===== config.mk =====
export PLATFORM = sky130hd
export DESIGN_NAME = tfdec_top
export DESIGN_NICKNAME = d
export VERILOG_FILES = /design/src/tfdec_pkg.sv /design/src/tfdec_sync.sv /design/src/tfdec_map.sv /design/src/tfdec_top.sv
export SDC_FILE = /design/constraint.sdc
export NUM_CORES = 1
export LEC_CHECK = 0
export BUFFER_PORTS_ARGS = -buffer_cell sky130_fd_sc_hd__buf_2
export CORE_ASPECT_RATIO = 1.4
export CORE_MARGIN = 10
export CORE_UTILIZATION = 50
export DETAILED_ROUTE_END_ITERATION = 10
export PLACE_DENSITY = 0.75
export SYNTH_ARGS = -nofsm -noshare
export SYNTH_HDL_FRONTEND = slang
export SYNTH_SLANG_ARGS = --single-unit

===== constraint.sdc =====
create_clock -name clk_i -period 3.5 [get_ports clk_i]
set_input_delay 0.35 -clock clk_i [delete_from_list [all_inputs] [get_ports clk_i]]
set_output_delay 0.35 -clock clk_i [all_outputs]
set_load 0.05 [all_outputs]

===== src/tfdec_pkg.sv =====
package tfdec_pkg;

    localparam int ADDR_W   = 11;
    localparam int DATA_W   = 16;
    localparam int BYTE_W   = 8;
    localparam int INDEX_W  = 2;
    localparam int COUNT_W  = 9;
    localparam int PIN_W    = 7 + ADDR_W + DATA_W;

    // configuration index values
    localparam logic [INDEX_W-1:0] IDX_MEMORY     = 2'h0;
    localparam logic [INDEX_W-1:0] IDX_CONTIGUOUS = 2'h1;
    localparam logic [INDEX_W-1:0] IDX_PRIMARY    = 2'h2;
    localparam logic [INDEX_W-1:0] IDX_SECONDARY  = 2'h3;

    // task file offsets on the low address nibble
    localparam logic [3:0] OFS_DATA     = 4'h0;
    localparam logic [3:0] OFS_ERRFEAT  = 4'h1;
    localparam logic [3:0] OFS_SECCNT   = 4'h2;
    localparam logic [3:0] OFS_SECNUM   = 4'h3;
    localparam logic [3:0] OFS_CYLLO    = 4'h4;
    localparam logic [3:0] OFS_CYLHI    = 4'h5;
    localparam logic [3:0] OFS_DRVHD    = 4'h6;
    localparam logic [3:0] OFS_STATCMD  = 4'h7;
    localparam logic [3:0] OFS_DUPEVEN  = 4'h8;
    localparam logic [3:0] OFS_DUPODD   = 4'h9;
    localparam logic [3:0] OFS_DUPERR   = 4'hd;
    localparam logic [3:0] OFS_ALTCTL   = 4'he;
    localparam logic [3:0] OFS_DRVADDR  = 4'hf;

    // A9..A4 block codes of the ATA maps
    localparam logic [5:0] PRI_TASK_BLK = 6'h1f;
    localparam logic [5:0] PRI_ALT_BLK  = 6'h3f;
    localparam logic [5:0] SEC_TASK_BLK = 6'h17;
    localparam logic [5:0] SEC_ALT_BLK  = 6'h37;

    // address field positions
    localparam int A10_BIT   = 10;
    localparam int A3_BIT    = 3;
    localparam int A0_BIT    = 0;
    localparam int BLK_HI    = 9;
    localparam int BLK_LO    = 4;

    localparam logic [BYTE_W-1:0]  SECCNT_RESET = 8'h01;
    localparam logic [BYTE_W-1:0]  BYTE_ZERO    = 8'h00;
    localparam logic [COUNT_W-1:0] COUNT_ZERO_AS = 9'h100;
    localparam logic [PIN_W-1:0]   PIN_IDLE     = {{7{1'b1}}, {(ADDR_W+DATA_W){1'b0}}};

    typedef enum {
        SEL_NONE, SEL_DATA, SEL_ERRFEAT, SEL_SECCNT, SEL_SECNUM, SEL_CYLLO,
        SEL_CYLHI, SEL_DRVHD, SEL_STATCMD, SEL_EVEN, SEL_ODD, SEL_ALTCTL,
        SEL_DRVADDR
    } tfdec_sel_type;

    typedef struct packed {
        logic              reg_n;
        logic              oe_n;
        logic              we_n;
        logic              iord_n;
        logic              iowr_n;
        logic              ce1_n;
        logic              ce2_n;
        logic [ADDR_W-1:0] addr;
        logic [DATA_W-1:0] data;
    } tfdec_pins_type;

    typedef struct packed {
        logic [BYTE_W-1:0] feature;
        logic [BYTE_W-1:0] sector_count;
        logic [BYTE_W-1:0] sector_number;
        logic [BYTE_W-1:0] cylinder_low;
        logic [BYTE_W-1:0] cylinder_high;
        logic [BYTE_W-1:0] drive_head;
        logic [BYTE_W-1:0] device_control;
    } tfdec_task_type;

endpackage


===== src/tfdec_sync.sv =====
module tfdec_sync
    import tfdec_pkg::*;
#(
    parameter int             WIDTH     = 1,
    parameter logic [WIDTH-1:0] RESET_VAL = '0
) (
    input  wire logic             clk_i,
    input  wire logic             resetn_i,
    input  wire logic [WIDTH-1:0] async_i,
    output logic      [WIDTH-1:0] sync_o
);

    logic [WIDTH-1:0] meta_q;
    logic [WIDTH-1:0] meta_d;
    logic [WIDTH-1:0] sync_q;
    logic [WIDTH-1:0] sync_d;

    always_comb begin
        meta_d = async_i;
        sync_d = meta_q;
    end

    // first stage feeds only the second stage
    always_ff @(posedge clk_i or negedge resetn_i) begin
        if (!resetn_i) begin
            meta_q <= RESET_VAL;
            sync_q <= RESET_VAL;
        end else begin
            meta_q <= meta_d;
            sync_q <= sync_d;
        end
    end

    assign sync_o = sync_q;

endmodule


===== src/tfdec_map.sv =====
module tfdec_map
    import tfdec_pkg::*;
(
    input  wire logic [INDEX_W-1:0] index_i,
    input  wire logic               reg_n_i,
    input  wire logic [ADDR_W-1:0]  addr_i,
    output tfdec_sel_type           sel_o
);

    function automatic tfdec_sel_type nibble_sel(input logic [3:0] ofs);
        tfdec_sel_type s;
        case (ofs)
            OFS_DATA:    s = SEL_DATA;
            OFS_ERRFEAT: s = SEL_ERRFEAT;
            OFS_SECCNT:  s = SEL_SECCNT;
            OFS_SECNUM:  s = SEL_SECNUM;
            OFS_CYLLO:   s = SEL_CYLLO;
            OFS_CYLHI:   s = SEL_CYLHI;
            OFS_DRVHD:   s = SEL_DRVHD;
            OFS_STATCMD: s = SEL_STATCMD;
            OFS_DUPEVEN: s = SEL_EVEN;
            OFS_DUPODD:  s = SEL_ODD;
            OFS_DUPERR:  s = SEL_ERRFEAT;
            OFS_ALTCTL:  s = SEL_ALTCTL;
            OFS_DRVADDR: s = SEL_DRVADDR;
            default:     s = SEL_NONE;
        endcase
        return s;
    endfunction

    function automatic tfdec_sel_type ata_sel(input logic [ADDR_W-1:0] a,
                                              input logic [5:0] task_blk,
                                              input logic [5:0] alt_blk);
        tfdec_sel_type s;
        s = SEL_NONE;
        if (a[BLK_HI:BLK_LO] == task_blk && !a[A3_BIT]) begin
            s = nibble_sel(a[3:0]);
        end else if (a[BLK_HI:BLK_LO] == alt_blk && a[3:0] == OFS_DRVHD) begin
            s = SEL_ALTCTL;
        end else if (a[BLK_HI:BLK_LO] == alt_blk && a[3:0] == OFS_STATCMD) begin
            s = SEL_DRVADDR;
        end
        return s;
    endfunction

    always_comb begin
        sel_o = SEL_NONE;
        case (index_i)
            IDX_MEMORY: begin
                if (reg_n_i) begin
                    if (addr_i[A10_BIT]) begin
                        sel_o = addr_i[A0_BIT] ? SEL_ODD : SEL_EVEN;
                    end else begin
                        sel_o = nibble_sel(addr_i[3:0]);
                    end
                end
            end
            IDX_CONTIGUOUS: begin
                if (!reg_n_i) begin
                    sel_o = nibble_sel(addr_i[3:0]);
                end
            end
            IDX_PRIMARY: begin
                if (!reg_n_i) begin
                    sel_o = ata_sel(addr_i, PRI_TASK_BLK, PRI_ALT_BLK);
                end
            end
            IDX_SECONDARY: begin
                if (!reg_n_i) begin
                    sel_o = ata_sel(addr_i, SEC_TASK_BLK, SEC_ALT_BLK);
                end
            end
            default: sel_o = SEL_NONE;
        endcase
    end

endmodule


===== src/tfdec_top.sv =====
// What this block does
// - Configuration index picks one of four task file decode maps.
// - Index 0: memory space with REG high, A10 low, offset on A3..A0.
// - Offsets 8H,9H,DH,EH,FH give duplicate data, error, alt status, drive address.
// - Index 1: I/O space with REG low, A10..A4 ignored, same offsets.
// - Index 2: block 1FH gives task file, block 3FH offsets 6,7 alternates.
// - Index 3: block 17H gives task file, block 37H offsets 6,7 alternates.
// - Memory map with A10 high: A0 picks even or odd data window.
// - Sector count zero means 256 sectors; resets to 01H.
// - Data register is 16 bits, accessed by word or by byte.
module tfdec_top
    import tfdec_pkg::*;
(
    input  wire logic                 clk_i,
    input  wire logic                 resetn_i,
    input  wire logic [INDEX_W-1:0]   config_index_i,
    input  wire logic                 reg_n_i,
    input  wire logic                 oe_n_i,
    input  wire logic                 we_n_i,
    input  wire logic                 iord_n_i,
    input  wire logic                 iowr_n_i,
    input  wire logic                 ce1_n_i,
    input  wire logic                 ce2_n_i,
    input  wire logic [ADDR_W-1:0]    addr_i,
    input  wire logic [DATA_W-1:0]    data_i,
    output logic      [DATA_W-1:0]    data_o,
    output logic                      data_oe_o,
    input  wire logic [BYTE_W-1:0]    status_i,
    input  wire logic [BYTE_W-1:0]    error_i,
    input  wire logic [BYTE_W-1:0]    drive_address_i,
    input  wire logic [DATA_W-1:0]    sector_word_i,
    output tfdec_task_type            task_o,
    output logic      [COUNT_W-1:0]   sector_total_o,
    output logic                      command_pulse_o,
    output logic      [BYTE_W-1:0]    command_o,
    output logic                      word_written_o,
    output logic      [DATA_W-1:0]    word_out_o,
    output logic                      word_taken_o
);

    typedef enum {ST_IDLE, ST_READ, ST_WRITE} tfdec_state_type;

    tfdec_pins_type  pins_raw;
    tfdec_pins_type  pins;
    tfdec_sel_type   sel;

    tfdec_state_type state_q;
    tfdec_state_type state_d;
    tfdec_sel_type   wsel_q;
    tfdec_sel_type   wsel_d;
    logic            wword_q;
    logic            wword_d;
    logic            whigh_q;
    logic            whigh_d;
    logic            rword_q;
    logic            rword_d;
    logic            rsel_data_q;
    logic            rsel_data_d;
    logic            rhigh_q;
    logic            rhigh_d;
    logic [DATA_W-1:0] wdata_q;
    logic [DATA_W-1:0] wdata_d;

    tfdec_task_type  task_q;
    tfdec_task_type  task_d;
    logic [DATA_W-1:0]  data_word_q;
    logic [DATA_W-1:0]  data_word_d;
    logic [COUNT_W-1:0] total_q;
    logic [COUNT_W-1:0] total_d;
    logic               cmd_pulse_q;
    logic               cmd_pulse_d;
    logic [BYTE_W-1:0]  cmd_q;
    logic [BYTE_W-1:0]  cmd_d;
    logic               wr_pulse_q;
    logic               wr_pulse_d;
    logic               rd_pulse_q;
    logic               rd_pulse_d;
    logic [DATA_W-1:0]  dout_q;
    logic [DATA_W-1:0]  dout_d;
    logic               doe_q;
    logic               doe_d;

    logic               rd_act;
    logic               wr_act;
    logic               word_acc;
    logic               high_lane;
    logic [BYTE_W-1:0]  rbyte;
    logic [BYTE_W-1:0]  wbyte;

    assign pins_raw = '{reg_n:  reg_n_i,
                        oe_n:   oe_n_i,
                        we_n:   we_n_i,
                        iord_n: iord_n_i,
                        iowr_n: iowr_n_i,
                        ce1_n:  ce1_n_i,
                        ce2_n:  ce2_n_i,
                        addr:   addr_i,
                        data:   data_i};

    // card pins are asynchronous to clk_i; address and data are sampled with the strobes
    tfdec_sync #(
        .WIDTH     (PIN_W),
        .RESET_VAL (PIN_IDLE)
    ) u_sync (
        .clk_i    (clk_i),
        .resetn_i (resetn_i),
        .async_i  (pins_raw),
        .sync_o   (pins)
    );

    tfdec_map u_map (
        .index_i (config_index_i),
        .reg_n_i (pins.reg_n),
        .addr_i  (pins.addr),
        .sel_o   (sel)
    );

    // memory strobes in the memory map, I/O strobes in the others
    always_comb begin
        if (config_index_i == IDX_MEMORY) begin
            rd_act = !pins.oe_n;
            wr_act = !pins.we_n;
        end else begin
            rd_act = !pins.iord_n;
            wr_act = !pins.iowr_n;
        end
        word_acc  = !pins.ce1_n && !pins.ce2_n;
        high_lane = pins.ce1_n && !pins.ce2_n;
    end

    // eight-bit reads are mirrored on both lanes so either byte lane sees them
    always_comb begin
        case (sel)
            SEL_ERRFEAT: rbyte = error_i;
            SEL_SECCNT:  rbyte = task_q.sector_count;
            SEL_SECNUM:  rbyte = task_q.sector_number;
            SEL_CYLLO:   rbyte = task_q.cylinder_low;
            SEL_CYLHI:   rbyte = task_q.cylinder_high;
            SEL_DRVHD:   rbyte = task_q.drive_head;
            SEL_STATCMD: rbyte = status_i;
            SEL_ALTCTL:  rbyte = status_i;
            SEL_DRVADDR: rbyte = drive_address_i;
            SEL_EVEN:    rbyte = sector_word_i[BYTE_W-1:0];
            SEL_ODD:     rbyte = sector_word_i[DATA_W-1:BYTE_W];
            default:     rbyte = BYTE_ZERO;
        endcase
    end

    always_comb begin
        state_d     = state_q;
        wsel_d      = wsel_q;
        wword_d     = wword_q;
        whigh_d     = whigh_q;
        wdata_d     = wdata_q;
        rword_d     = rword_q;
        rsel_data_d = rsel_data_q;
        rhigh_d     = rhigh_q;
        rd_pulse_d  = 1'b0;
        dout_d      = dout_q;
        doe_d       = 1'b0;
        case (state_q)
            ST_IDLE: begin
                if (wr_act) begin
                    state_d = ST_WRITE;
                end else if (rd_act) begin
                    state_d = ST_READ;
                end
            end
            ST_READ: begin
                if (rd_act) begin
                    doe_d       = 1'b1;
                    rword_d     = word_acc;
                    rsel_data_d = (sel == SEL_DATA) || (sel == SEL_ODD);
                    rhigh_d     = high_lane;
                    if (sel == SEL_DATA && word_acc) begin
                        dout_d = sector_word_i;
                    end else if (sel == SEL_DATA) begin
                        dout_d = {sector_word_i[BYTE_W-1:0], sector_word_i[BYTE_W-1:0]};
                    end else begin
                        dout_d = {rbyte, rbyte};
                    end
                end else begin
                    // a word, or a low-lane byte from the data register or odd window, completes one data word toward the core
                    // lane comes from the strobe-low samples, the enables may move at release
                    rd_pulse_d = rsel_data_q && (rword_q || !rhigh_q);
                    state_d    = ST_IDLE;
                end
            end
            ST_WRITE: begin
                if (wr_act) begin
                    // keep the last sample seen while the strobe was low
                    wsel_d  = sel;
                    wword_d = word_acc;
                    whigh_d = high_lane;
                    wdata_d = pins.data;
                end else begin
                    state_d = ST_IDLE;
                end
            end
            default: state_d = ST_IDLE;
        endcase
    end

    // register writes happen on the strobe release
    always_comb begin
        task_d      = task_q;
        data_word_d = data_word_q;
        cmd_d       = cmd_q;
        cmd_pulse_d = 1'b0;
        wr_pulse_d  = 1'b0;
        wbyte       = whigh_q ? wdata_q[DATA_W-1:BYTE_W] : wdata_q[BYTE_W-1:0];
        if (state_q == ST_WRITE && !wr_act) begin
            case (wsel_q)
                SEL_DATA: begin
                    if (wword_q) begin
                        data_word_d = wdata_q;
                        wr_pulse_d  = 1'b1;
                    end else begin
                        data_word_d[BYTE_W-1:0] = wbyte;
                    end
                end
                SEL_EVEN:    data_word_d[BYTE_W-1:0] = wbyte;
                SEL_ODD: begin
                    data_word_d[DATA_W-1:BYTE_W] = wbyte;
                    wr_pulse_d = 1'b1;
                end
                SEL_ERRFEAT: task_d.feature       = wbyte;
                SEL_SECCNT:  task_d.sector_count  = wbyte;
                SEL_SECNUM:  task_d.sector_number = wbyte;
                SEL_CYLLO:   task_d.cylinder_low  = wbyte;
                SEL_CYLHI:   task_d.cylinder_high = wbyte;
                SEL_DRVHD:   task_d.drive_head    = wbyte;
                SEL_ALTCTL:  task_d.device_control = wbyte;
                SEL_STATCMD: begin
                    cmd_d       = wbyte;
                    cmd_pulse_d = 1'b1;
                end
                default: begin
                    // drive address write slot is reserved; unmapped writes are dropped
                    task_d = task_q;
                end
            endcase
        end
        if (task_d.sector_count == BYTE_ZERO) begin
            total_d = COUNT_ZERO_AS;
        end else begin
            total_d = {1'b0, task_d.sector_count};
        end
    end

    always_ff @(posedge clk_i or negedge resetn_i) begin
        if (!resetn_i) begin
            state_q     <= ST_IDLE;
            wsel_q      <= SEL_NONE;
            wword_q     <= 1'b0;
            whigh_q     <= 1'b0;
            wdata_q     <= '0;
            rword_q     <= 1'b0;
            rsel_data_q <= 1'b0;
            rhigh_q     <= 1'b0;
            rd_pulse_q  <= 1'b0;
            dout_q      <= '0;
            doe_q       <= 1'b0;
            task_q      <= '{sector_count: SECCNT_RESET, default: BYTE_ZERO};
            data_word_q <= '0;
            total_q     <= {1'b0, SECCNT_RESET};
            cmd_q       <= BYTE_ZERO;
            cmd_pulse_q <= 1'b0;
            wr_pulse_q  <= 1'b0;
        end else begin
            state_q     <= state_d;
            wsel_q      <= wsel_d;
            wword_q     <= wword_d;
            whigh_q     <= whigh_d;
            wdata_q     <= wdata_d;
            rword_q     <= rword_d;
            rsel_data_q <= rsel_data_d;
            rhigh_q     <= rhigh_d;
            rd_pulse_q  <= rd_pulse_d;
            dout_q      <= dout_d;
            doe_q       <= doe_d;
            task_q      <= task_d;
            data_word_q <= data_word_d;
            total_q     <= total_d;
            cmd_q       <= cmd_d;
            cmd_pulse_q <= cmd_pulse_d;
            wr_pulse_q  <= wr_pulse_d;
        end
    end

    assign data_o          = dout_q;
    assign data_oe_o       = doe_q;
    assign task_o          = task_q;
    assign sector_total_o  = total_q;
    assign command_pulse_o = cmd_pulse_q;
    assign command_o       = cmd_q;
    assign word_written_o  = wr_pulse_q;
    assign word_out_o      = data_word_q;
    assign word_taken_o    = rd_pulse_q;

endmodule


# Yosys cells after proc, flatten, opt, wreduce, memory -nomap -nowiden
# Memories as Yosys holds them, arrays and structs flattened.
# Index checks and enable logic that the tools add are counted.
[totals] inputBits=78 elab_cells=155 regBits=262 mem_count=4 rom_bits=256
[op_classes] n_eq_ne=40 reduce_logical=40 n_mux=45
[memory_table] memory="(no name shown)" words=16 width=4 read_ports=1 rd_ports_with_merged_regs=0 write_ports=0 line_no="tfdec_map.sv:12" source="case (ofs)"
[memory_table] memory="(no name shown)" words=16 width=4 read_ports=1 rd_ports_with_merged_regs=0 write_ports=0 line_no="tfdec_map.sv:12"
[memory_table] memory="(no name shown)" words=16 width=4 read_ports=1 rd_ports_with_merged_regs=0 write_ports=0 line_no="tfdec_map.sv:12"
[memory_table] memory="(no name shown)" words=16 width=4 read_ports=1 rd_ports_with_merged_regs=0 write_ports=0 line_no="tfdec_map.sv:12"
[ops] cell="$mux 32" n=13
[ops] cell="$eq 32x3->1 const B" n=9
[ops] cell="$eq 32x4->1 const B" n=9
[ops] cell="$eq 32x2->1 const B" n=6
[ops] cell="$pmux 32 s4" n=1
[ops] cell="$pmux 32 s3" n=1
[ops] cell="$pmux 8 s10" n=1
[ops] cell="$mux 8" n=9
[ops] cell="$eq 32x1->1 const B" n=2
[ops] cell="$mux 48" n=1
[ops] cell="$eq 32x5->1 const B" n=1
[ops] cell="$logic_not 32->1" n=1
[ops] cell="$mux 16" n=2
[ops] cell="$pmux 8 s2" n=2
[ops] cell="$reduce_and 2->1" n=10
[ops] cell="$eq 6x5->1 const B" n=2
[ops] cell="$eq 6x6->1 const B" n=2
[ops] cell="$logic_and 1x1->1" n=11
[ops] cell="$mux 1" n=10
[ops] cell="$logic_not 1->1" n=9
[ops] cell="$mux 9" n=1
[ops] cell="$eq 4x3->1 const B" n=2
[ops] cell="$logic_not 8->1" n=1
[ops] cell="$mux 4" n=2
[ops] cell="11 further kinds" n=17

# Logic depth before layout (Yosys ltp)
# Gate-level depths: netlist of run 1.
[logic_depth] word_depth=12 mapped_depth=13 depth_no_buf=11

# Hierarchy
# A second synthesis of run 1 with hierarchy kept.
[hier_totals] cells_unflattened=754 area_unflattened_um2=10013.4
[modules_own_cells] mod="tfdec_top" cells_per_inst=595 area_each_um2=7632.3 seq_area_each_um2=4106.4 instances=1
[modules_own_cells] mod="tfdec_sync" cells_per_inst=68 area_each_um2=1719.1 seq_area_each_um2=1719.1 instances=1
[modules_own_cells] mod="tfdec_map" cells_per_inst=91 area_each_um2=661.9 seq_area_each_um2=0.0 instances=1

# Least setup slack after synthesis of run 1
# Ideal clock, no wire load.
[synth_timing] path_type="reg2reg" start="register u_sync.sync_q[16], in the netlist u_sync.sync_o[16]" end="register dout_q[0], in the netlist data_o[0]" stages_incl_launch_ff=13 period_less_slack_ns=2.806 n_path_buf=1 path_slack_ns=0.694 required_time_ns=3.375 arrival_time_ns=2.681 setup_time_ns=0.125 cell_sequence="dfrtp_1 -> inv_1 -> ha_1 -> and2_1 -> o221ai_1 -> a21oi_1 -> nor2_1 -> clkbuf_1 -> mux2i_1 -> o211ai_1 -> a221oi_1 -> o211ai_1 -> mux2_2"
[synth_between] elab_chain_len=12 word_cells_on_any_way=40 cone_classes="eq/ne: 14; mux: 16; reduce/logical: 6; memory: 4"
[synth_rtl] element="start, declared" line_no="tfdec_sync.sv:15" source="logic [WIDTH-1:0] sync_q;"
[synth_rtl] element="start signal, assigned" line_no="tfdec_sync.sv:30" source="sync_q <= sync_d;"
[synth_rtl] element="$eq 4x3->1" line_no="tfdec_map.sv:40" source="end else if (a[BLK_HI:BLK_LO] == alt_blk && a[3:0] == OFS_STATCMD) begin"
[synth_rtl] element="$logic_and 1x1->1" line_no="tfdec_map.sv:40"
[synth_rtl] element="$mux 4" line_no="tfdec_map.sv:40"
[synth_rtl] element="$mux 32" line_no="tfdec_map.sv:38" source="end else if (a[BLK_HI:BLK_LO] == alt_blk && a[3:0] == OFS_DRVHD) begin"
[synth_rtl] element="$mux 32" line_no="tfdec_map.sv:36" source="if (a[BLK_HI:BLK_LO] == task_blk && !a[A3_BIT]) begin"
[synth_rtl] element="$mux 32, on equally long branches" line_no="tfdec_map.sv:69, tfdec_map.sv:64"
[synth_rtl] element="$pmux 32 s4 (*)" line_no="tfdec_map.sv:48" source="case (index_i)"
[synth_rtl] element="$eq 32x4->1" line_no="tfdec_top.sv:133" source="case (sel)"
[synth_rtl] element="$reduce_or 2->1 (no line)"
[synth_rtl] element="$pmux 8 s10" line_no="tfdec_top.sv:133"
[synth_rtl] element="$mux 16" line_no="tfdec_top.sv:177" source="end else if (sel == SEL_DATA) begin"
[synth_rtl] element="$mux 16 (*)" line_no="tfdec_top.sv:175" source="if (sel == SEL_DATA && word_acc) begin"
[synth_rtl] element="end signal, assigned" line_no="tfdec_top.sv:280" source="dout_q <= dout_d;"
[synth_rtl] element="end, declared" line_no="tfdec_top.sv:78" source="logic [DATA_W-1:0] dout_q;"
# Every way passes the cells marked *; elsewhere a longest branch is shown, timed or not.
# A chain may end at the register's enable or synchronous reset.

# Final worst setup path of run 1
[layout_timing] start="register u_sync.sync_q[16], in the netlist u_sync.sync_o[16]" end="register dout_q[12], in the netlist data_o[12]"
# Same word-level chain as after synthesis.

==> results of run 1 <==
-- flip-flops by register name, indices dropped and copies added (netlist names) --
register,flops
sector_total_o,9
word_taken_o,1
data_oe_o,1
command_o,8
u_sync.sync_o,34
wword_q,1
wdata_q,16
whigh_q,1
task_o,56
rsel_data_q,1
rhigh_q,1
word_written_o,1
u_sync.meta_q,34
word_out_o,16
command_pulse_o,1
data_o,16
wsel_q,4
state_q,2
rword_q,1
-- Yosys cell counts, types with 8 or more instances --
master	count	share of area (%)
dfrtp_1	188	56
nand2_1	115	5.2
o21ai_0	88	5.3
nor2_1	63	2.8
a21oi_1	46	2.8
clkbuf_1	34	1.5
mux2_2	24	3.2
nand3_1	22	1.3
mux2i_1	19	2.3
dfstp_2	16	5.0
o21ai_1	13	0.78
and3_1	11	0.82
buf_2	10	0.60
a32oi_1	9	0.94
inv_1	8	0.36
nor3_1	8	0.48
-- power by group through the flow --
stage	sequential, µW	clock, µW	combinational, µW
floorplan	4050	0	625
global placement	3100	0	2370
detailed placement	3110	0	2400
CTS	3080	2150	2440
global route	3120	2240	2580
finish	3080	2100	2430
-- worst paths after layout --
| path | cells past startpoint | slack [ns] | from | end |
|---|---|---|---|---|
| worst max-delay path | 12 | 0.38 | u_sync.sync_o[16] | data_o[12] |
| worst min-delay path | 3 | 0.18 | sector_word_i[7] | data_o[7] |
| worst min register to register | 0 | 0.34 | u_sync.meta_q[21] | u_sync.sync_o[21] |
| min in group asynchronous | 2 | 0.39 | resetn_i | u_sync.meta_q[24] |
| worst max register to register | 12 | 0.38 | u_sync.sync_o[16] | data_o[12] |
| max in group asynchronous | 3 | 2.22 | resetn_i | task_o[40] |
-- stage by stage --
stage,instance area [µm²],hold WS [ns],setup WS (ns),instances
floorplan,8366,0.05441,0.6940,780
global placement,9579,0.3318,0.3420,1144
detailed placement,9579,0.3347,0.2583,1144
CTS,10580,0.1606,0.3298,1217
global route,10580,0.2054,0.08844,1217
finish,10580,0.1814,0.3810,1217
-- cell type report --
type | instances | area share, %
inverter | 9 | 0.3192
clock inverter | 6 | 0.4256
clock buffer | 32 | 5.734
timing repair buffer | 247 | 14.27
tap | 199 | 2.353
multi-input combinational | 520 | 28.48
sequential | 204 | 48.42
-- logic make-up (layout without fill, tap and decap cells) --
kind of cell | Yosys count | after routing | share of synthesized area, %
flops | 204 | 204 | 61.26
simple gates | 263 | 263 | 14.40
xor+xnor | 3 | 3 | 0.3141
buf+inv | 56 | 294 | 2.797
compound gates | 204 | 204 | 14.61
fa+ha+maj | 5 | 5 | 0.7478
mux | 45 | 45 | 5.863
-- worst max-delay path: cells and delay by family, from the launching register on --
kind / cells / cell delay [ns]
and+or+nand+nor: 4 / 0.65
adders and majority gates: 1 / 0.27
buffers and inverters: 2 / 0.31
DFF: 1 / 0.43
AOI/OAI and AO/OA: 5 / 1.38
-- repair_timing --
action | CTS | global route
buffers inserted | 0 | 0
resized for setup | 0 | 1
hold buffers | 35 | 0
setup endpoints to repair | 0 | 1
endpoints found under the hold margin | 77 | 0
-- routing by layer --
layer / vias up / GRT usage, % / wire, µm
li1: 3180 / - / -
met1: 3220 / 26.89 / 10000
met2: 290 / 38.53 / 12820
met3: 67 / 4.500 / 1783
met4: 0 / 9.506 / 1049
met5: - / 0 / 0
==> impl_metrics.py, run 1 <==
metrics = {
    "finish": {
        "layout.cells.most_common": "dfrtp_1",
        "final.fill_count": 1331,
        "layout.nets": 1086,
        "drive_gt1_share_pct": 29.27,
        "area_delta_synth_final_pct": 26.52,
        "antennaDiodeCount": 0,
        "seq_area_um2": 5125,
        "final_cell_mix": "188 x dfrtp_1, 185 x buf_2, 114 x nand2_1",
        "multi_input_area_um2": 3014,
        "utilization_pct": 64.89,
    },
    "power": {
        "pwr-share-comb_pct": 31.9,
        "power_uw": 7607,
        "switching_share_pct": 39.70,
        "clkPwrFrac_pct": 27.7,
        "p_per_area_nw_per_um2": 718.7,
        "power_frac_seq_pct": 40.5,
        "switchingPower_uw": 3020,
        "internal_power_uw": 4586,
        "leakage_uw": 0.005244,
        "irDropWorstVdd_mv": 0.5225,
    },
    "die": {
        "coreArea_um2": 16310,
        "rows": 55,
        "initial_core_util_pct": 51.29,
        "pin_count": 187,
        "die_h_um": 173.0,
        "die_area_um2": 22380,
        "die_w_um": 129.3,
    },
    "yosys": {
        "syn_nets": 863,
        "avgSynthCellArea_um2": 10.73,
        "synthArstFlopShare_pct": 100.0,
        "synth_edf_count": 0,
        "ys.flop_type": "dfrtp_1",
        "ys_seq_area_share_pct": 61.26,
        "synth_area_um2": 8366,
        "synth-seq-cells": 204,
        "yosysWarnings": 0,
        "postSynthCellCount": 780,
        "ys_types": 67,
    },
    "drt": {
        "drtAntennaViolNets": 0,
        "drt_iter0_drc": 604,
        "vias": 6757,
        "wl_per_cell_um": 21.08,
        "routed_via_density": 5.552,
        "drc": 0,
        "dr.pass1.iters": 6,
        "wl_um": 25660,
    },
    "global_routing": {
        "grt_usage_pct": 22.61,
        "grt_max_degree": 74,
        "grt_pass1_vias": 7092,
        "antenna_found_initial": 0,
        "overflow": 0,
        "grt_pass1_wl_um": 39790,
    },
    "job": {
        "cap_viol_max_count": 0,
    },
    "critical_path": {
        "cp_common_cell": "nor2_1",
        "cp_slowest_cell": "a2111oi_2",
        "cp-end-kind": "flip-flop",
        "critPathArrivalTime_ns": 3.52,
        "crit_chain": "inv_1, ha_1, and2_1, and3_1, o311a_1, nor2_1, buf_12, nor2_1, a32o_1, a2111oi_2, a21oi_1, a21o_1",
        "path_max_fanout": 22,
        "required_ns": 3.90,
        "cp-start-kind": "flip-flop",
        "critPathKind": "flip-flop to flip-flop",
        "critPathMaxStageDelay_ns": 0.44,
    },
    "sta": {
        "drv_slew": 0,
        "fmax_ghz": 0.3206,
        "setup_viol": 0,
        "hold_viol_final": 0,
        "min_period_ns": 3.119,
        "tightest_slew_ns": 0.9446,
        "fin_crit_sh_pct": 89.11,
        "clock_skew_ns": 0.02602,
        "setup_tns_ns": 0,
        "rsz0062_at_grt": "false",
        "slew_headroom_pct": 36.60,
    },
    "clock_tree": {
        "cts_tree": "built",
        "clk_path_buf_depth": 3,
        "root_buffer": "clkbuf_16",
        "worstSkewPairLatency_ns": 0.51,
        "numCtsBuffers": 21,
        "cts.sink_count": 204,
        "path_clk_slew_ns": 0.07,
        "ctsHtreeMaxLevel": 1,
    },
    "place": {
        "gp_congestion": 0.9899,
        "dp_hpwl_um": 19110,
        "port_buffers": 186,
    },
    "run_status": {
        "status": "finished clean",
    },
    "hold_path": {
        "min_path_type": "primary input to flip-flop",
    },
}
No activity file was read; power rests on OpenSTA's default activity.
==> run 2: changes to the inputs <==
CORE_UTILIZATION = 54   (was 50)
PLACE_DENSITY = 0.8   (was 0.75)
==> impl_metrics.py, run 2 (synthesis gave the netlist of run 1 again) <==
metrics = {
    "run_status": {
        "status": "finished clean",
    },
    "clock_tree": {
        "worstSkewPairLatency_ns": 0.50,
        "cts_tree": "built",
        "post_cts_buffers": 0,
        "root_buffer": "clkbuf_16",
        "clk_path_buf_depth": 3,
        "path_clk_slew_ns": 0.07,
        "cts.sink_count": 204,
        "numCtsBuffers": 19,
        "ctsHtreeMaxLevel": 1,
    },
    "sta": {
        "holdWs_ns": 0.2010,
        "slew_headroom_pct": 29.81,
        "fmax_ghz": 0.3111,
        "setup_tns_ns": 0,
        "setup_viol": 0,
        "rsz0062_at_grt": "false",
        "tightest_slew_ns": 1.050,
        "min_period_ns": 3.214,
        "drv_slew": 0,
        "clock_skew_ns": 0.02579,
        "hold_viol_final": 0,
        "fin_crit_sh_pct": 91.84,
    },
    "finish": {
        "antennaDiodeCount": 0,
        "utilization_pct": 70.66,
        "layout.nets": 1090,
        "drive_gt1_share_pct": 29.90,
        "area_delta_synth_final_pct": 27.70,
        "largest_reg_flops": 56,
        "layout.cells.most_common": "dfrtp_1",
        "final_cell_mix": "188 x dfrtp_1, 185 x buf_2, 114 x nand2_1",
    },
    "global_routing": {
        "grt_usage_pct": 24.09,
        "grt_pass1_vias": 7098,
        "antenna_found_initial": 0,
        "grt_pass1_wl_um": 40440,
        "grt_max_degree": 79,
        "overflow": 0,
    },
    "power": {
        "p_per_area_nw_per_um2": 730.8,
        "leakage_uw": 0.005299,
        "irDropWorstVdd_mv": 0.5124,
        "power_uw": 7807,
    },
    "critical_path": {
        "required_ns": 3.87,
        "r2r_start": "u_sync.sync_o[16]",
        "r2r-end": "data_o[0]",
        "path_max_fanout": 16,
        "critPathKind": "flip-flop to flip-flop",
        "critPathArrivalTime_ns": 3.59,
        "r2r_cells": 12,
        "cp-end-kind": "flip-flop",
        "r2r_slack_ns": 0.29,
        "cp-start-kind": "flip-flop",
    },
    "die": {
        "rows": 53,
        "pin_count": 187,
        "die_w_um": 125.2,
        "initial_core_util_pct": 55.33,
        "coreArea_um2": 15120,
        "die_h_um": 167.3,
        "die_area_um2": 20940,
    },
    "drt": {
        "wl_per_cell_um": 21.64,
        "dr.pass1.iters": 6,
        "wl_um": 26230,
        "drc": 0,
        "routed_via_density": 5.785,
        "vias": 7012,
        "drtAntennaViolNets": 0,
        "drt_iter0_drc": 849,
    },
    "hold_path": {
        "min_path_type": "primary input to flip-flop",
        "holdPathStages": 3,
        "hp-start": "sector_word_i[7]",
        "hold_path_end": "data_o[7]",
    },
    "place": {
        "port_buffers": 186,
        "dp_hpwl_um": 19220,
        "gp_congestion": 0.9659,
    },
    "job": {
        "cap_viol_max_count": 0,
    },
}
==> run 2: worst max-delay path by stage <==
stage                             to               from
after floorplan            data_o[0]  u_sync.sync_o[16]
after global placement    data_o[12]  u_sync.sync_o[16]
after detailed placement  data_o[12]  u_sync.sync_o[16]
after CTS                 data_o[12]  u_sync.sync_o[16]
after global routing       data_o[0]  u_sync.sync_o[16]
final                      data_o[0]  u_sync.sync_o[16]
==> run 2: metrics by stage <==
stage	cells	setup slack [ns]	cell area [µm²]
after detailed placement	1143	0.2497	9615
after CTS	1212	0.2621	10680
final	1212	0.2858	10680
after global routing	1212	0.05205	10680
after global placement	1143	0.2900	9615
after floorplan	780	0.6940	8366
==> run 2: final cells by class <==
type | count | area, µm²
timing repair buffer | 253 | 1555
clock inverter | 9 | 181.4
multi-input combinational | 520 | 3019
tap | 192 | 240.2
inverter | 9 | 33.78
fill | 1098 | 4437
clock buffer | 25 | 528.0
sequential | 204 | 5125
==> run 2: report_power, final <==
part / switching [µW] / internal, µW / total [µW] / leakage, µW
Combinational: 1810 / 609 / 2420 / 0.00238
Sequential: 307 / 2770 / 3080 / 0.00258
Clock: 862 / 1440 / 2300 / 0.000347
==> run 2: worst max-delay path, stage by stage, from the launching register on <==
cell and delay (ns):
dfrtp_1 0.45, inv_1 0.12, ha_1 0.27, and2_1 0.19, o221ai_1 0.20, a21oi_1 0.17
nor2_1 0.21, buf_4 0.28, mux2i_1 0.21, o211ai_1 0.13, a221oi_1 0.35, o211ai_1 0.21
mux2_2 0.32
==> run 2: layer usage <==
metal / GRT usage (%) / part of all wire, % / vias to the layer above
met5: 0 / 0 / -
li1: - / - / 3194
met3: 5.276 / 7.8 / 71
met2: 41.26 / 50 / 386
met4: 10.64 / 4.3 / 0
met1: 28.35 / 38 / 3361
==> run 2: what timing repair did <==
item                       4_1_cts  5_1_grt
setup endpoints to repair        0        1
hold buffers                    35        0
hold endpoints to repair       107        0
resized for setup                0        2
==> run 3: changes to the inputs <==
CELL_PAD_IN_SITES_DETAIL_PLACEMENT = 1   (was not set)
CELL_PAD_IN_SITES_GLOBAL_PLACEMENT = 1   (was not set)
CORE_UTILIZATION = 42   (was 54)
PLACE_DENSITY = not set   (was 0.8)
PLACE_DENSITY_LB_ADDON = 0.1   (was not set)
==> impl_metrics.py, run 3 (synthesis gave the netlist of run 1 again) <==
metrics = {
    "finish": {
        "layout.nets": 1089,
        "area_delta_synth_final_pct": 29.14,
        "antennaDiodeCount": 0,
        "drive_gt1_share_pct": 29.84,
        "final_cell_mix": "188 x dfrtp_1, 185 x buf_2, 115 x nand2_1",
        "seq_area_um2": 5125,
        "final_cells": 1274,
        "layout.cells.most_common": "dfrtp_1",
        "largest_reg_flops": 56,
        "final.fill_count": 2168,
        "multi_input_area_um2": 3007,
    },
    "sta": {
        "hold_viol_final": 0,
        "clock_skew_ns": 0.02208,
        "fmax_ghz": 0.3100,
        "slew_headroom_pct": 31.88,
        "setup_viol": 0,
        "rsz0062_at_grt": "false",
        "drv_slew": 0,
        "fin_crit_sh_pct": 92.15,
        "setup_tns_ns": 0,
        "min_period_ns": 3.225,
        "tightest_slew_ns": 1.015,
    },
    "die": {
        "die_h_um": 187.0,
        "coreArea_um2": 19770,
        "pin_count": 187,
        "die_area_um2": 26040,
        "rows": 61,
        "initial_core_util_pct": 42.32,
        "die_w_um": 139.3,
    },
    "critical_path": {
        "critPathKind": "flip-flop to flip-flop",
        "r2r_cells": 12,
        "critPathArrivalTime_ns": 3.61,
        "cp-end-kind": "flip-flop",
        "worstSetupEndpoint": "data_o[12]",
        "critPathMaxStageDelay_ns": 0.43,
        "path_max_fanout": 8,
        "cp-start-kind": "flip-flop",
        "r2r-end": "data_o[12]",
        "required_ns": 3.88,
        "cp_slowest_cell": "dfrtp_1",
        "r2r_start": "u_sync.sync_o[16]",
        "cp_num_buf_inv": 2,
        "cp_top_family": "compound AO/OA/AOI/OAI gates",
        "crit_chain": "inv_1, ha_1, and2_1, and3_1, o311ai_1, nand2_1, buf_4, nand4_1, a31oi_1, a2111oi_2, a21oi_1, a21o_1",
        "crit_cells": 12,
        "crit_path_start": "u_sync.sync_o[16]",
        "r2r_slack_ns": 0.27,
    },
    "global_routing": {
        "overflow": 0,
        "grt_pass1_vias": 7778,
        "grt_usage_pct": 21.75,
        "antenna_found_initial": 0,
        "grt_pass1_wl_um": 45620,
        "grt_max_degree": 111,
    },
    "clock_tree": {
        "root_buffer": "clkbuf_16",
        "post_cts_buffers": 0,
        "ctsHtreeMaxLevel": 1,
        "cts-resized-gates": 0,
        "numCtsBuffers": 22,
        "clk_path_buf_depth": 3,
        "cts.sink_count": 204,
        "worstSkewPairLatency_ns": 0.51,
        "cts_tree": "built",
        "path_clk_slew_ns": 0.07,
    },
    "drt": {
        "wl_um": 28810,
        "drc": 0,
        "vias": 6908,
        "dr.pass1.iters": 4,
        "drtAntennaViolNets": 0,
        "routed_via_density": 5.422,
        "wl_per_cell_um": 22.61,
        "drt_iter0_drc": 386,
    },
    "hold_path": {
        "holdPathStages": 3,
        "min_path_type": "primary input to flip-flop",
    },
    "place": {
        "dp_hpwl_um": 21230,
        "gp_congestion": 0.8901,
        "dpl.cell_count": 1199,
        "port_buffers": 186,
    },
    "power": {
        "leakage_uw": 0.005325,
        "irDropWorstVdd_mv": 0.5098,
        "p_per_area_nw_per_um2": 745.3,
    },
    "job": {
        "cap_viol_max_count": 0,
    },
    "run_status": {
        "status": "finished clean",
    },
}
[run 3: cell types whose count changed in the layout (fill, tap and decap cells not counted), sizes merged]
cell    previous run  this run
clkinv             3         5
clkbuf            26        32
buf              217       213
bufinv             5         3
[run 3: worst min-delay path by stage]
stage	startpoint	end	slack, ns
final	sector_word_i[9]	data_o[9]	0.18
after global routing	sector_word_i[9]	data_o[9]	0.19
after CTS	sector_word_i[9]	data_o[9]	0.16
after detailed placement	u_sync.meta_q[26]	u_sync.sync_o[26]	0.34
after global placement	u_sync.meta_q[8]	u_sync.sync_o[8]	0.33
after floorplan	resetn_i	command_o[0]	0.05
[run 3: per-layer routing]
| layer | GRT usage, % | routed length, µm | up-vias |
|---|---|---|---|
| met1 | 24.82 | 11240 | 3494 |
| met5 | 0 | 0 | - |
| met2 | 40.09 | 15450 | 174 |
| li1 | - | - | 3192 |
| met3 | 4.040 | 1401 | 48 |
| met4 | 6.074 | 709 | 0 |
[run 3: power breakdown]
part,internal [µW],switching [µW]
sequential,2780,321
combinational,606,1840
clock,1550,953
total,4930,3120
[run 3: worst reg2reg max path: stages (launching register included)]
cell and delay [ns]:
dfrtp_1 0.43, inv_1 0.12, ha_1 0.26, and2_1 0.19, and3_1 0.19, o311ai_1 0.43
nand2_1 0.34, buf_4 0.26, nand4_1 0.10, a31oi_1 0.10, a2111oi_2 0.37, a21oi_1 0.14
a21o_1 0.17
[run 3: area by class of cell]
cell class	count	area share, %
sequential	204	47.44
timing repair buffer	249	14.12
tap	252	2.919
clock buffer	31	6.162
clock inverter	9	1.216
multi-input combinational	520	27.83
inverter	9	0.3127
[run 3: repair_timing]
item                       CTS  global route
setup endpoints to repair    0             0
hold endpoints to repair    35             0
hold buffers                35             0
[run 3: metrics by stage]
step                      instance area [µm²]  total power [µW]  hold slack (ns)  setup WS (ns)  util, %
final                                   10800              8051           0.1759         0.2747    54.65
after CTS                               10800              8144           0.1581         0.2873    54.65
after detailed placement                 9656              5570           0.3362         0.2788    48.84
after global routing                    10800              8419           0.1890        0.01553    54.65
after floorplan                          8366              4675          0.05441         0.6940        -
after global placement                   9656              5499           0.3330         0.3376    48.84
